<file path="src/cfg_wdt_regs.vh">
/*
 Constants for the configuration word decoder and watchdog:
 word location, field positions, codes and timing figures.
 Assumes inclusion by the design files only; definitions only.
*/
`ifndef CFG_WDT_REGS_VH
`define CFG_WDT_REGS_VH

// Configuration word location and test space bounds
`define CFG_WORD_ADDR 14'h2007
`define CFG_SPACE_LO 14'h2000
`define CFG_SPACE_HI 14'h3FFF
`define CFG_WIDTH 14
`define CFG_ERASED 14'h3FFF

// Field positions
`define CFG_CP_A_HI 13
`define CFG_CP_A_LO 12
`define CFG_CP_B_HI 11
`define CFG_CP_B_LO 10
`define CFG_CP_C_HI 9
`define CFG_CP_C_LO 8
`define CFG_UNUSED_BIT 7
`define CFG_BOR_BIT 6
`define CFG_CP_D_HI 5
`define CFG_CP_D_LO 4
`define CFG_POWERUP_DELAY_TIMER_BIT 3
`define CFG_WATCHDOG_ENABLE_FUSE_BIT 2
`define CFG_OSC_HI 1
`define CFG_OSC_LO 0

// Code protection pair codes
`define CP_NONE 2'h3
`define CP_UPPER_HALF 2'h2
`define CP_UPPER_3Q 2'h1
`define CP_ALL 2'h0

// Program memory size selects
`define MEM_2K 2'h0
`define MEM_1K 2'h1
`define MEM_HALF_K 2'h2

// Protected range bounds
`define PROT_0000 11'h000
`define PROT_0200 11'h200
`define PROT_0400 11'h400
`define PROT_01FF 11'h1FF
`define PROT_03FF 11'h3FF
`define PROT_07FF 11'h7FF

// Oscillator select codes
`define OSC_RC 2'h3
`define OSC_HS 2'h2
`define OSC_XT 2'h1
`define OSC_LP 2'h0

// Watchdog period and prescale limit
`define WDT_PERIOD_US 18000
`define WDT_PRESCALE_MAX 3'h7

`endif

</file>
<file path="src/cfg_word_store.v">
/*
 One-time configuration word store. Holds the word, erased to
 all ones; a write can only program bits to zero.
 Assumes the top gates writes by programming mode and address.
*/
`timescale 1ns/1ps
`include "cfg_wdt_regs.vh"

module cfg_word_store #(
  parameter WIDTH = `CFG_WIDTH
)(
  // Clock and reset
  input wire clk,
  input wire nrst,
  // Write side
  input wire wr_en,
  input wire [WIDTH-1:0] wr_data,
  // Stored word
  output reg [WIDTH-1:0] word_q
);

  // Programming only clears bits, like real fuse cells
  always @(posedge clk or negedge nrst)
  begin
    if (!nrst)
      word_q <= `CFG_ERASED;
    else if (wr_en)
      word_q <= word_q & wr_data;
  end

endmodule

</file>
<file path="src/config_word_and_watchdog.v">
/*
 Configuration word decoder and watchdog timer.
 Assumes the core supplies sleep and clear-watchdog strobes on clk,
 and the watchdog oscillator arrives as an asynchronous pin.
 Decoded outputs lag the stored word by one clock.
*/
// Contract
// Configuration word sits at address 2007h outside user program space.
// Programmed bits read 0, unprogrammed bits read 1.
// Space 2000h-3FFFh reachable only in programming mode.
// 2K memory: pair 11 none, 10 400-7FF, 01 200-7FF, 00 all.
// 1K memory: pair 11 unprotected, 01 protects 0200h-03FFh.
// 0.5K memory: only pair 00 protects 0000h-01FFh.
// Programmer writes the same value to every protection pair.
// Bit 7 unimplemented, always reads as 1.
// Bit 6 set enables brown-out reset detection.
// Bit 3 low enables the power-up delay timer.
// Brown-out enable forces the power-up delay timer on.
// Bit 2 enables watchdog; clear disables it permanently.
// Bits 1-0: 11 RC, 10 high-speed crystal, 01 standard crystal.
// Watchdog counts its own oscillator, running through sleep.
// Timeout in normal operation causes a full device reset.
// Timeout during sleep wakes the device instead of resetting.
// Unscaled timeout is nominally 18 ms of watchdog oscillator.
// Prescaler up to 1:128 may extend the timeout.
// Clear-watchdog or sleep clears counter and assigned prescaler.
// Every timeout clears the timeout flag.
// Oscillator code 00 selects low-power crystal.
// Disabled watchdog gives no reset, no wake, flag unchanged.
`timescale 1ns/1ps
`include "cfg_wdt_regs.vh"

module config_word_and_watchdog #(
  parameter WIDTH = `CFG_WIDTH,
  parameter WDT_OSC_KHZ = 1000,
  parameter WDT_BASE_TICKS = (`WDT_PERIOD_US * WDT_OSC_KHZ) / 1000,
  parameter CNT_W = 16
)(
  // Clock and reset
  input wire clk,
  input wire nrst,
  // Programming port
  input wire prog_mode,
  input wire [13:0] prog_addr,
  input wire prog_wr,
  input wire [WIDTH-1:0] prog_wdata,
  output reg [WIDTH-1:0] prog_rdata,
  output reg prog_rvalid,
  // Program memory protection query
  input wire [1:0] mem_size,
  input wire [10:0] fetch_addr,
  output reg addr_protected,
  // Decoded configuration
  output reg brownout_reset_enable,
  output reg powerup_delay_timer_on,
  output reg watchdog_enable_fuse,
  output reg high_speed_crystal_mode,
  output reg standard_crystal_mode,
  output reg low_power_crystal_mode,
  output reg rc_osc_mode,
  // Watchdog control
  input wire wdt_osc_pin,
  input wire sleeping,
  input wire clear_watchdog_instr,
  input wire sleep_instr,
  input wire prescaler_to_wdt,
  input wire [2:0] prescale_sel,
  input wire timeout_flag_set,
  // Watchdog results
  output reg wdt_reset,
  output reg wdt_wake,
  output reg timeout_flag_n
);

  // Four protection pairs live in the word
  localparam N_PAIRS = 4;

  wire [WIDTH-1:0] word_q;
  wire cfg_hit;
  wire [WIDTH-1:0] read_word;
  wire [1:0] pair_a;
  wire pairs_match;
  reg [2:0] osc_sync_q;
  reg [7:0] pre_q;
  reg [CNT_W-1:0] cnt_q;
  reg [CNT_W-1:0] cnt_d;
  reg tick_en;
  reg wdt_clear;
  reg timeout;
  wire [1:0] osc_code;
  wire [2*N_PAIRS-3:0] cp_others;
  wire [N_PAIRS-2:0] pair_eq;
  wire pre_due;

  // Protection check for one memory size; used per pair code
  function prot_hit;
    input [1:0] size;
    input [1:0] code;
    input [10:0] a;
    begin
      prot_hit = 1'b0;
      case (size)
        `MEM_2K:
          case (code)
            `CP_UPPER_HALF: prot_hit = (a >= `PROT_0400) && (a <= `PROT_07FF);
            `CP_UPPER_3Q: prot_hit = (a >= `PROT_0200) && (a <= `PROT_07FF);
            `CP_ALL: prot_hit = (a <= `PROT_07FF);
            default: prot_hit = 1'b0;
          endcase
        `MEM_1K:
          case (code)
            `CP_UPPER_HALF: prot_hit = (a <= `PROT_03FF);
            `CP_UPPER_3Q: prot_hit = (a >= `PROT_0200) && (a <= `PROT_03FF);
            `CP_ALL: prot_hit = (a <= `PROT_03FF);
            default: prot_hit = 1'b0;
          endcase
        `MEM_HALF_K:
          prot_hit = (code == `CP_ALL) && (a <= `PROT_01FF);
        // Sizes outside the three listed never protect
        default:
          prot_hit = 1'b0;
      endcase
    end
  endfunction

  // Prescaler output: every 2^sel watchdog ticks, low sel bits all ones
  function pre_hit;
    input [7:0] cnt;
    input [2:0] sel;
    reg [7:0] mask;
    begin
      mask = (8'h01 << sel) - 8'h01;
      pre_hit = (cnt & mask) == mask;
    end
  endfunction

  // Config location and test space only decode in programming mode;
  // the word is the only location implemented inside the test space
  assign cfg_hit = prog_mode && (prog_addr == `CFG_WORD_ADDR);

  // One-time word store; bits can only be programmed to zero
  cfg_word_store #(
    .WIDTH(WIDTH)
  ) u_store (
    .clk(clk),
    .nrst(nrst),
    .wr_en(prog_wr && cfg_hit),
    .wr_data(prog_wdata),
    .word_q(word_q)
  );

  // Unimplemented bit forced high on readback
  assign read_word = word_q | ({{(WIDTH-1){1'b0}}, 1'b1} << `CFG_UNUSED_BIT);

  // Protection scheme only counts when all pairs agree; a half-burned
  // word therefore leaves memory open rather than partly locked
  assign pair_a = word_q[`CFG_CP_A_HI:`CFG_CP_A_LO];
  assign cp_others = {word_q[`CFG_CP_B_HI:`CFG_CP_B_LO], word_q[`CFG_CP_C_HI:`CFG_CP_C_LO],
                      word_q[`CFG_CP_D_HI:`CFG_CP_D_LO]};

  // One comparator per remaining pair against the first
  genvar gi;
  generate
    for (gi = 0; gi < N_PAIRS - 1; gi = gi + 1)
    begin : g_pair
      assign pair_eq[gi] = (cp_others[2*gi+1:2*gi] == pair_a);
    end
  endgenerate

  assign pairs_match = &pair_eq;

  // Oscillator select field, decoded one-hot below
  assign osc_code = word_q[`CFG_OSC_HI:`CFG_OSC_LO];

  // Programming readback; test space outside mode reads nothing
  // Zero data on a miss keeps a refused read from leaking the word
  always @(posedge clk or negedge nrst)
  begin
    if (!nrst)
    begin
      prog_rdata <= {WIDTH{1'b0}};
      prog_rvalid <= 1'b0;
    end
    else
    begin
      prog_rvalid <= cfg_hit && !prog_wr;
      prog_rdata <= cfg_hit ? read_word : {WIDTH{1'b0}};
    end
  end

  // Registered decode of configuration fields; one clock of lag buys
  // glitch-free levels for the reset and clock generators downstream
  always @(posedge clk or negedge nrst)
  begin
    if (!nrst)
    begin
      addr_protected <= 1'b0;
      brownout_reset_enable <= 1'b0;
      powerup_delay_timer_on <= 1'b0;
      watchdog_enable_fuse <= 1'b0;
      high_speed_crystal_mode <= 1'b0;
      standard_crystal_mode <= 1'b0;
      low_power_crystal_mode <= 1'b0;
      rc_osc_mode <= 1'b0;
    end
    else
    begin
      addr_protected <= pairs_match && prot_hit(mem_size, pair_a, fetch_addr);
      brownout_reset_enable <= word_q[`CFG_BOR_BIT];
      powerup_delay_timer_on <= !word_q[`CFG_POWERUP_DELAY_TIMER_BIT] || word_q[`CFG_BOR_BIT];
      watchdog_enable_fuse <= word_q[`CFG_WATCHDOG_ENABLE_FUSE_BIT];
      rc_osc_mode <= (osc_code == `OSC_RC);
      high_speed_crystal_mode <= (osc_code == `OSC_HS);
      standard_crystal_mode <= (osc_code == `OSC_XT);
      low_power_crystal_mode <= (osc_code == `OSC_LP);
    end
  end

  // Watchdog oscillator synchroniser; third stage only for edge detect.
  // The oscillator must stay well below clk/4, or ticks merge and are
  // lost; the sync adds about three clk of latency to every tick, which
  // is negligible against a timeout of thousands of ticks
  always @(posedge clk or negedge nrst)
  begin
    if (!nrst)
      osc_sync_q <= 3'h0;
    else
      osc_sync_q <= {osc_sync_q[1:0], wdt_osc_pin};
  end

  // Rising edge of the independent oscillator; sleep does not gate it
  always @*
  begin
    tick_en = osc_sync_q[1] && !osc_sync_q[2];
    wdt_clear = clear_watchdog_instr || sleep_instr;
  end

  // Prescaler: 1:1 when not assigned, else 1:2^(sel) up to 1:128
  // Cleared only when assigned, since it may be serving the timer side
  always @(posedge clk or negedge nrst)
  begin
    if (!nrst)
      pre_q <= 8'h00;
    else if (wdt_clear && prescaler_to_wdt)
      pre_q <= 8'h00;
    else if (tick_en)
      pre_q <= pre_q + 8'h01;
  end

  // Prescaled tick; 1:1 while the prescaler is not assigned here
  assign pre_due = !prescaler_to_wdt || pre_hit(pre_q, prescale_sel);

  // Counter advance on the prescaled tick; a clear always wins.
  // A blown fuse holds the count at zero, so no event can ever fire
  always @*
  begin
    cnt_d = cnt_q;
    timeout = 1'b0;
    if (wdt_clear || !watchdog_enable_fuse)
      cnt_d = {CNT_W{1'b0}};
    else if (tick_en && pre_due)
    begin
      if (cnt_q == WDT_BASE_TICKS[CNT_W-1:0] - 1'b1)
      begin
        cnt_d = {CNT_W{1'b0}};
        timeout = 1'b1;
      end
      else
        cnt_d = cnt_q + 1'b1;
    end
  end

  // Watchdog count register
  always @(posedge clk or negedge nrst)
  begin
    if (!nrst)
      cnt_q <= {CNT_W{1'b0}};
    else
      cnt_q <= cnt_d;
  end

  // Timeout effects; flag clear beats a software set in the same cycle.
  // Reset and wake are one-clock pulses; the core must stretch them if
  // its reset tree needs a longer assertion
  always @(posedge clk or negedge nrst)
  begin
    if (!nrst)
    begin
      wdt_reset <= 1'b0;
      wdt_wake <= 1'b0;
      timeout_flag_n <= 1'b1;
    end
    else
    begin
      wdt_reset <= timeout && !sleeping;
      wdt_wake <= timeout && sleeping;
      if (timeout)
        timeout_flag_n <= 1'b0;
      else if (timeout_flag_set)
        timeout_flag_n <= 1'b1;
    end
  end

endmodule

</file>
<file path="config.mk">
export PLATFORM = sky130hd
export DESIGN_NAME = config_word_and_watchdog
export DESIGN_NICKNAME = d
export VERILOG_FILES = /design/src/cfg_word_store.v /design/src/config_word_and_watchdog.v
export VERILOG_INCLUDE_DIRS = /design/src
export SDC_FILE = /design/constraint.sdc
export NUM_CORES = 1
export LEC_CHECK = 0
export BUFFER_PORTS_ARGS = -buffer_cell sky130_fd_sc_hd__buf_4
export CELL_PAD_IN_SITES_DETAIL_PLACEMENT = 0
export CELL_PAD_IN_SITES_GLOBAL_PLACEMENT = 1
export CORE_MARGIN = 1.5
export CORE_UTILIZATION = 37
export CTS_BUF_LIST = sky130_fd_sc_hd__clkbuf_8
export DETAILED_ROUTE_END_ITERATION = 10
export GPL_ROUTABILITY_DRIVEN = 0
export HOLD_SLACK_MARGIN = 0.08
export PLACE_DENSITY = 0.87
export SLEW_MARGIN = 0
export SYNTH_ARGS = -nofsm -noshare
export SYNTH_HDL_FRONTEND = slang
export SYNTH_SLANG_ARGS = --single-unit
export TNS_END_PERCENT = 100
</file>
<file path="constraint.sdc">
create_clock -name clk -period 2 [get_ports clk]
set_input_delay 0.4 -clock clk [delete_from_list [all_inputs] [get_ports clk]]
set_output_delay 0.4 -clock clk [all_outputs]
set_load 0.05 [all_outputs]
</file>
==> results of run 1 <==
critical path: stages, from the launching register on:
cell	delay (ps)
dfrtp_1	420
or3b_4	400
or4_4	550
buf_6	140
and2_4	120
o211ai_1	170
o41ai_2	100
state kept, by name, indices dropped and copies added, names as in the netlist, 3 cells and up:
name / cells
osc_sync_q: 3
pre_q: 7
prog_rdata: 14
cnt_q: 16
u_store.word_q: 13
cell usage after synthesis, types with 2 or more instances:
library cell	instances	area, µm²
o41ai_1	3	26.3
dfrtp_1	51	1280
clkbuf_1	4	15.0
and2_0	2	12.5
o21ai_0	9	45.0
o211ai_1	3	22.5
a31oi_1	2	12.5
nand2_1	21	78.8
dfstp_2	14	368
nor2b_1	4	25.0
and2_1	15	93.8
or4_1	3	22.5
nand3_1	7	35.0
or3_1	6	37.5
o22ai_1	2	12.5
xor2_1	3	26.3
and4_1	2	17.5
ha_1	6	75.1
o21a_1	11	82.6
xnor2_1	2	17.5
nor2_1	28	105
a32o_1	3	30.0
a21oi_1	15	75.1
nor3_1	7	35.0
nor4_1	5	31.3
nand4_1	8	50.1
and3_1	2	12.5
nand2b_1	3	18.8
buf_2	2	10.0
inv_1	6	22.5
logic make-up after synthesis:
group                    count (synthesis)
AND/OR/NAND/NOR                        122
multiplexers                             1
flip-flops                              65
adder cells (fa/ha/maj)                  6
AO/OA/AOI/OAI                           55
buffers and inverters                   14
XOR/XNOR                                 5
layout by cell type, fill, tap and decap left out, types with 7 or more instances in the layout:
cell / instances
nand3_1: 7
dfrtp_1: 51
dfstp_2: 14
nand2_1: 20
clkbuf_8: 10
and2_1: 16
o21a_1: 11
nand4_1: 8
nor2_1: 28
o21ai_0: 7
buf_4: 99
a21oi_1: 15
routing by layer:
layer / vias up / track usage
met3: 8 / 0.0419
met1: 1153 / 0.198
li1: 1177 / -
met4: 0 / 0.0677
met2: 69 / 0.279
met5: - / 0
power breakdown:
group	total [mW]	leakage, nW	internal [mW]	switching [mW]
combinational	0.165	0.898	0.0901	0.0754
clock	1.15	0.107	0.614	0.532
sequential	1.33	0.839	1.32	0.00815
total	2.64	1.84	2.03	0.615
worst paths after layout:
kind,start,to,slack (ps),depth (start not counted)
max,cnt_q[6],cnt_q[14],-50,6
min,wdt_osc_pin,osc_sync_q[0],170,1
max reg2reg,cnt_q[6],cnt_q[14],-50,6
min reg2reg,osc_sync_q[0],osc_sync_q[1],360,0
max in group asynchronous,nrst,u_store.word_q[0],860,3
min in group asynchronous,nrst,prog_rdata[9],560,2
through the flow:
| step | power (mW) | hold WS, ps | util | std cells | worst slack [ps] |
|---|---|---|---|---|---|
| after floorplan | 1.40 | 104 | - | 268 | 16.9 |
| after global placement | 1.51 | 336 | 0.503 | 458 | -15.6 |
| after detailed placement | 1.52 | 336 | 0.503 | 458 | -78.2 |
| after CTS | 2.67 | 154 | 0.533 | 475 | -22.6 |
| after global routing | 2.75 | 156 | 0.542 | 479 | -107 |
| final | 2.64 | 167 | 0.542 | 479 | -46.0 |
final cells by class:
class,count,area [µm²],area share
repair buffers,104,801,0.200
well taps,99,124,0.0310
clock inverters,6,66.3,0.0166
flip-flops and latches,65,1640,0.411
clock buffers,10,138,0.0344
multi-input cells,189,1200,0.301
inverters,6,22.5,0.00564
timing repair:
item,CTS,global route
gates cloned,0,1
hold buffers,1,0
endpoints found under the setup margin,2,14
pin swaps,2,8
buffers inserted,0,3
hold endpoints to repair,23,0
resized for setup,2,14
==> impl_metrics.env, run 1 <==
export IMPL_status="finished with violations"
export IMPL_failed_checks="setup timing"
export IMPL_io_pins=80
export IMPL_clockBufferDepth=2
export IMPL_max_freq_mhz=489
export IMPL_core_area_mm2=0.00737
export IMPL_syn_nets=328
export IMPL_clk_pin_slew_ps=70
export IMPL_tightest_slew_ps=538
export IMPL_critPathKind="flop to flop"
export IMPL_syn_area_per_cell_um2=10.7
export IMPL_synth_top_flop_cell="dfrtp_1"
export IMPL_clock_sinks=65
export IMPL_critical_path_startpoint_type="flop"
export IMPL_ys_seq_area_frac=0.574
export IMPL_wl_met3_um=405
export IMPL_worst_slack_ps=-46.0
export IMPL_p_leak_nw=1.84
export IMPL_min_period_ps=2050
export IMPL_totalWireLength_mm=6.53
export IMPL_worstSetupEndpointType="flop"
export IMPL_numCtsBuffers=9
export IMPL_ys_ff_latch=65
export IMPL_num_vias=2407
export IMPL_fin_skew_ps=12.7
export IMPL_die_area_mm2=0.00828
export IMPL_fin_setup_tns_ps=-46.0
export IMPL_grt_max_degree=36
export IMPL_ant_nets=0
export IMPL_grt_pass1_wl_mm=10.9
export IMPL_hpwl_mm=4.65
export IMPL_worstHoldPathType="input pin to flop"
export IMPL_cts_root_buf="clkbuf_8"
export IMPL_fin_nets=435
export IMPL_start_util=0.389
export IMPL_clk_latency_ps=340
export IMPL_cap_violations=0
export IMPL_die_h_um=91
export IMPL_highest_layer="met4"
export IMPL_dr_first_iter_drc_count=109
export IMPL_nFillCells=659
export IMPL_rsz0062_at_grt="yes"
export IMPL_layout_drive_gt1_share=0.384
export IMPL_synth_top_family_by_area="simple AND/OR/NAND/NOR gates"
export IMPL_wl_per_cell_um=13.6
export IMPL_postSynthCellCount=268
export IMPL_relSlewSlack=0.640
export IMPL_drv_slew=0
export IMPL_cp_data_required_time_ps=2210
export IMPL_viasPerCell=5.03
export IMPL_synth_area_mm2=0.00287
export IMPL_crit_arrival_ps=2260
export IMPL_rows=31
export IMPL_wl_met2_mm=3.19
export IMPL_drc=0
export IMPL_synth_edf_count=0
export IMPL_cts_tree="done"
export IMPL_hold_violations=0
export IMPL_placed_cell_area_mm2=0.00370
export IMPL_yosys_area_share_simple=0.230
export IMPL_grtUsageTotal=0.165
export IMPL_port_buffers=69
export IMPL_die_w_um=91
export IMPL_synth_xor_area_frac=0.0153
export IMPL_path_max_fanout=5
export IMPL_finalCritPeriodShare=1.02
export IMPL_synth_compound_area_share=0.129
export IMPL_diodes=0
export IMPL_synth_cell_type_count=49
export IMPL_stdcell_area_mm2=0.00400
export IMPL_dr_pass1_iters=4
export IMPL_p_per_area_mw_per_mm2=661
export IMPL_area_growth_pct=39.5
export IMPL_ir_drop_mv=0.329
export IMPL_grt_overflow_total=0
export IMPL_async_flop_share=1.00
export IMPL_htree_levels=3
export IMPL_grt_antenna_before_repair=0
export IMPL_grt_pass1_vias=2406
export IMPL_synth_warnings=0
export IMPL_setup_viol=1
export IMPL_wl_met1_mm=2.84
export IMPL_synthMuxAreaShare=0.00349
export IMPL_yosys_area_share_adder=0.0262
Power figures use the tool's default switching activity.
==> run 2: changes to the inputs <==
--- a/config.mk
+++ b/config.mk
@@ -15,9 +15,10 @@
 export DETAILED_ROUTE_END_ITERATION = 10
 export GPL_ROUTABILITY_DRIVEN = 0
 export HOLD_SLACK_MARGIN = 0.08
-export PLACE_DENSITY = 0.87
+export PLACE_DENSITY = 0.86
 export SLEW_MARGIN = 0
 export SYNTH_ARGS = -nofsm -noshare
 export SYNTH_HDL_FRONTEND = slang
+export SYNTH_HIERARCHICAL = 1
 export SYNTH_SLANG_ARGS = --single-unit
 export TNS_END_PERCENT = 100
==> constraint.sdc (replaced) <==
create_clock -name clk -period 2 [get_ports clk]
set_input_delay 0.2 -clock clk [delete_from_list [all_inputs] [get_ports clk]]
set_output_delay 0.2 -clock clk [all_outputs]
set_load 0.05 [all_outputs]
==> run 2 against run 1 <==
  * The run still ends with setup timing left
  * Sequential power about the same
  * Sequential share of layout area shrank 1.5 points
  * Synthesized cell count increased by 4.1%
  * Power is 3.9% higher
  * Critical endpoint is now cnt_q[11]
==> impl_metrics.env, run 2 <==
export IMPL_worstSetupEndpointType="flop"
export IMPL_path_max_fanout=7
export IMPL_cts_root_buf="clkbuf_8"
export IMPL_num_vias=2425
export IMPL_grt_overflow_total=0
export IMPL_clk_latency_ps=340
export IMPL_p_per_area_mw_per_mm2=661
export IMPL_postSynthCellCount=279
export IMPL_p_int_mw=2.13
export IMPL_diodes=0
export IMPL_worst_slack_ps=-8.38
export IMPL_min_period_ps=2010
export IMPL_top_register="cnt_q"
export IMPL_grt_pass1_vias=2261
export IMPL_switching_share=0.224
export IMPL_drv_slew=0
export IMPL_clock_sinks=65
export IMPL_relSlewSlack=0.461
export IMPL_power_mw=2.75
export IMPL_fin_skew_ps=5.41
export IMPL_grtUsageTotal=0.158
export IMPL_io_pins=80
export IMPL_stdcell_area_mm2=0.00415
export IMPL_p_comb_frac=0.071
export IMPL_fin_cells=490
export IMPL_synth_warnings=6
export IMPL_ff_latch_area_mm2=0.00164
export IMPL_drc=0
export IMPL_area_growth_pct=39.1
export IMPL_grt_pass1_wl_mm=10.7
export IMPL_clockBufferDepth=2
export IMPL_grt_max_degree=66
export IMPL_status="finished with violations"
export IMPL_failed_checks="setup timing"
export IMPL_syn_area_per_cell_um2=10.7
export IMPL_rsz0062_at_grt="yes"
export IMPL_worstHoldPathType="input pin to flop"
export IMPL_syn_nets=339
export IMPL_clk_pin_slew_ps=70
export IMPL_crit_arrival_ps=2240
export IMPL_setup_viol=1
export IMPL_fin_nets=443
export IMPL_max_stage_delay_ps=550
export IMPL_layout_drive_gt1_share=0.345
export IMPL_p_sw_uw=614
export IMPL_ant_nets=0
export IMPL_wl_per_cell_um=13.1
export IMPL_dr_pass1_iters=4
export IMPL_viasPerCell=4.95
export IMPL_tightest_slew_ps=808
export IMPL_synth_area_mm2=0.00299
export IMPL_p_leak_nw=1.92
export IMPL_max_freq_mhz=498
export IMPL_die_w_um=92.8
export IMPL_finalCritPeriodShare=1.00
export IMPL_hold_violations=0
export IMPL_die_area_mm2=0.00862
export IMPL_start_util=0.384
export IMPL_core_area_mm2=0.00777
export IMPL_cp_data_required_time_ps=2230
export IMPL_multi_input_area_mm2=0.00126
export IMPL_critical_path_startpoint_type="flop"
export IMPL_cap_violations=0
export IMPL_htree_levels=3
export IMPL_largest_register_ffs=16
export IMPL_totalWireLength_mm=6.43
export IMPL_die_h_um=92.8
export IMPL_layout_common_cells="buf_4, dfrtp_1, nor2_1"
export IMPL_reg2regPathDepth=6
export IMPL_holdPathStages=3
export IMPL_dpl_cell_count=454
export IMPL_reg_top3="cnt_q x16, prog_rdata x14, u_store/word_q x13"
export IMPL_dr_first_iter_drc_count=105
export IMPL_grt_antenna_before_repair=0
export IMPL_nFillCells=699
export IMPL_port_buffers=69
export IMPL_cts_tree="done"
export IMPL_cp_slowest_cell="or4b_4"
export IMPL_placed_cell_area_mm2=0.00369
export IMPL_p_clk_frac=0.443
export IMPL_power_share_sequential=0.486
export IMPL_critPathKind="flop to flop"
export IMPL_path_cells="or4b_4 -> nor3b_4 -> and3b_2 -> buf_4 -> o21ai_1 -> a31o_1"
export IMPL_rows=32
export IMPL_r2r_slack_ps=-8
export IMPL_numCtsBuffers=9
export IMPL_ir_drop_mv=0.452
export IMPL_hpwl_mm=4.39
export IMPL_final_common_cell="buf_4"
-- run 2: cell types whose count changed in the layout (fill, tap and decap cells not counted), sizes merged, moves of 3 or more --
cell | before | now
and2 | 17 | 20
and3b | 0 | 3
a21boi | 1 | 14
nand3b | 1 | 4
nor2 | 28 | 24
inv | 7 | 19
nand2 | 21 | 15
o211ai | 3 | 7
dlygate4sd3 | 1 | 18
o21a | 11 | 0
a32o | 3 | 0
buf | 103 | 85
-- run 2: power groups by stage --
stage | logic [mW] | clock network [mW] | registers, mW
4_1_cts | 0.197 | 1.25 | 1.33
5_1_grt | 0.216 | 1.31 | 1.34
2_1_floorplan | 0.0515 | 0 | 1.36
3_5_place_dp | 0.167 | 0 | 1.36
6_report | 0.195 | 1.22 | 1.33
3_3_place_gp | 0.165 | 0 | 1.36
-- run 2: routing by layer --
metal  GRT usage  vias up  part of all wire
li1            -     1194                 -
met1       0.203     1162              0.45
met2       0.254       60              0.49
met3      0.0509        9             0.050
met4      0.0429        0             0.011
met5           0        -                 0
-- run 2: area by class of cell --
class	count	area share
Clock buffer	9	0.0298
Clock inverter	7	0.0232
Inverter	18	0.0163
Multi-Input combinational cell	186	0.304
Sequential cell	65	0.396
Tap cell	102	0.0307
Timing Repair Buffer	103	0.200
-- run 2: critical path: cells and delay by family, from the launching register on --
kind | cells | cell delay [ps]
AND/OR/NAND/NOR | 3 | 1120
flip-flops | 1 | 380
AO/OA/AOI/OAI | 2 | 260
buffers and inverters | 1 | 140
-- run 2: path summary, 6_finish.rpt --
path,from,endpoint
min reg2reg,osc_sync_q[0],osc_sync_q[1]
min,fetch_addr[10],addr_protected
min in group asynchronous,nrst,cnt_q[14]
max in group asynchronous,nrst,cnt_q[13]
max reg2reg,cnt_q[5],cnt_q[11]
max,cnt_q[5],cnt_q[11]
-- run 2: what timing repair did --
item	CTS	global route
resized for setup	0	12
hold endpoints to repair	69	0
setup endpoints to repair	0	14
hold buffers	18	0
setup buffers	0	2
-- run 2: through the flow --
step	TNS, ps	hold WS (ps)	util	setup WS (ps)
2_1_floorplan	0	-95.6	-	182
3_3_place_gp	0	310	0.476	55.3
3_5_place_dp	0	314	0.476	37.6
4_1_cts	0	117	0.527	20.2
5_1_grt	-330	133	0.535	-87.2
6_report	-8.38	137	0.535	-8.38
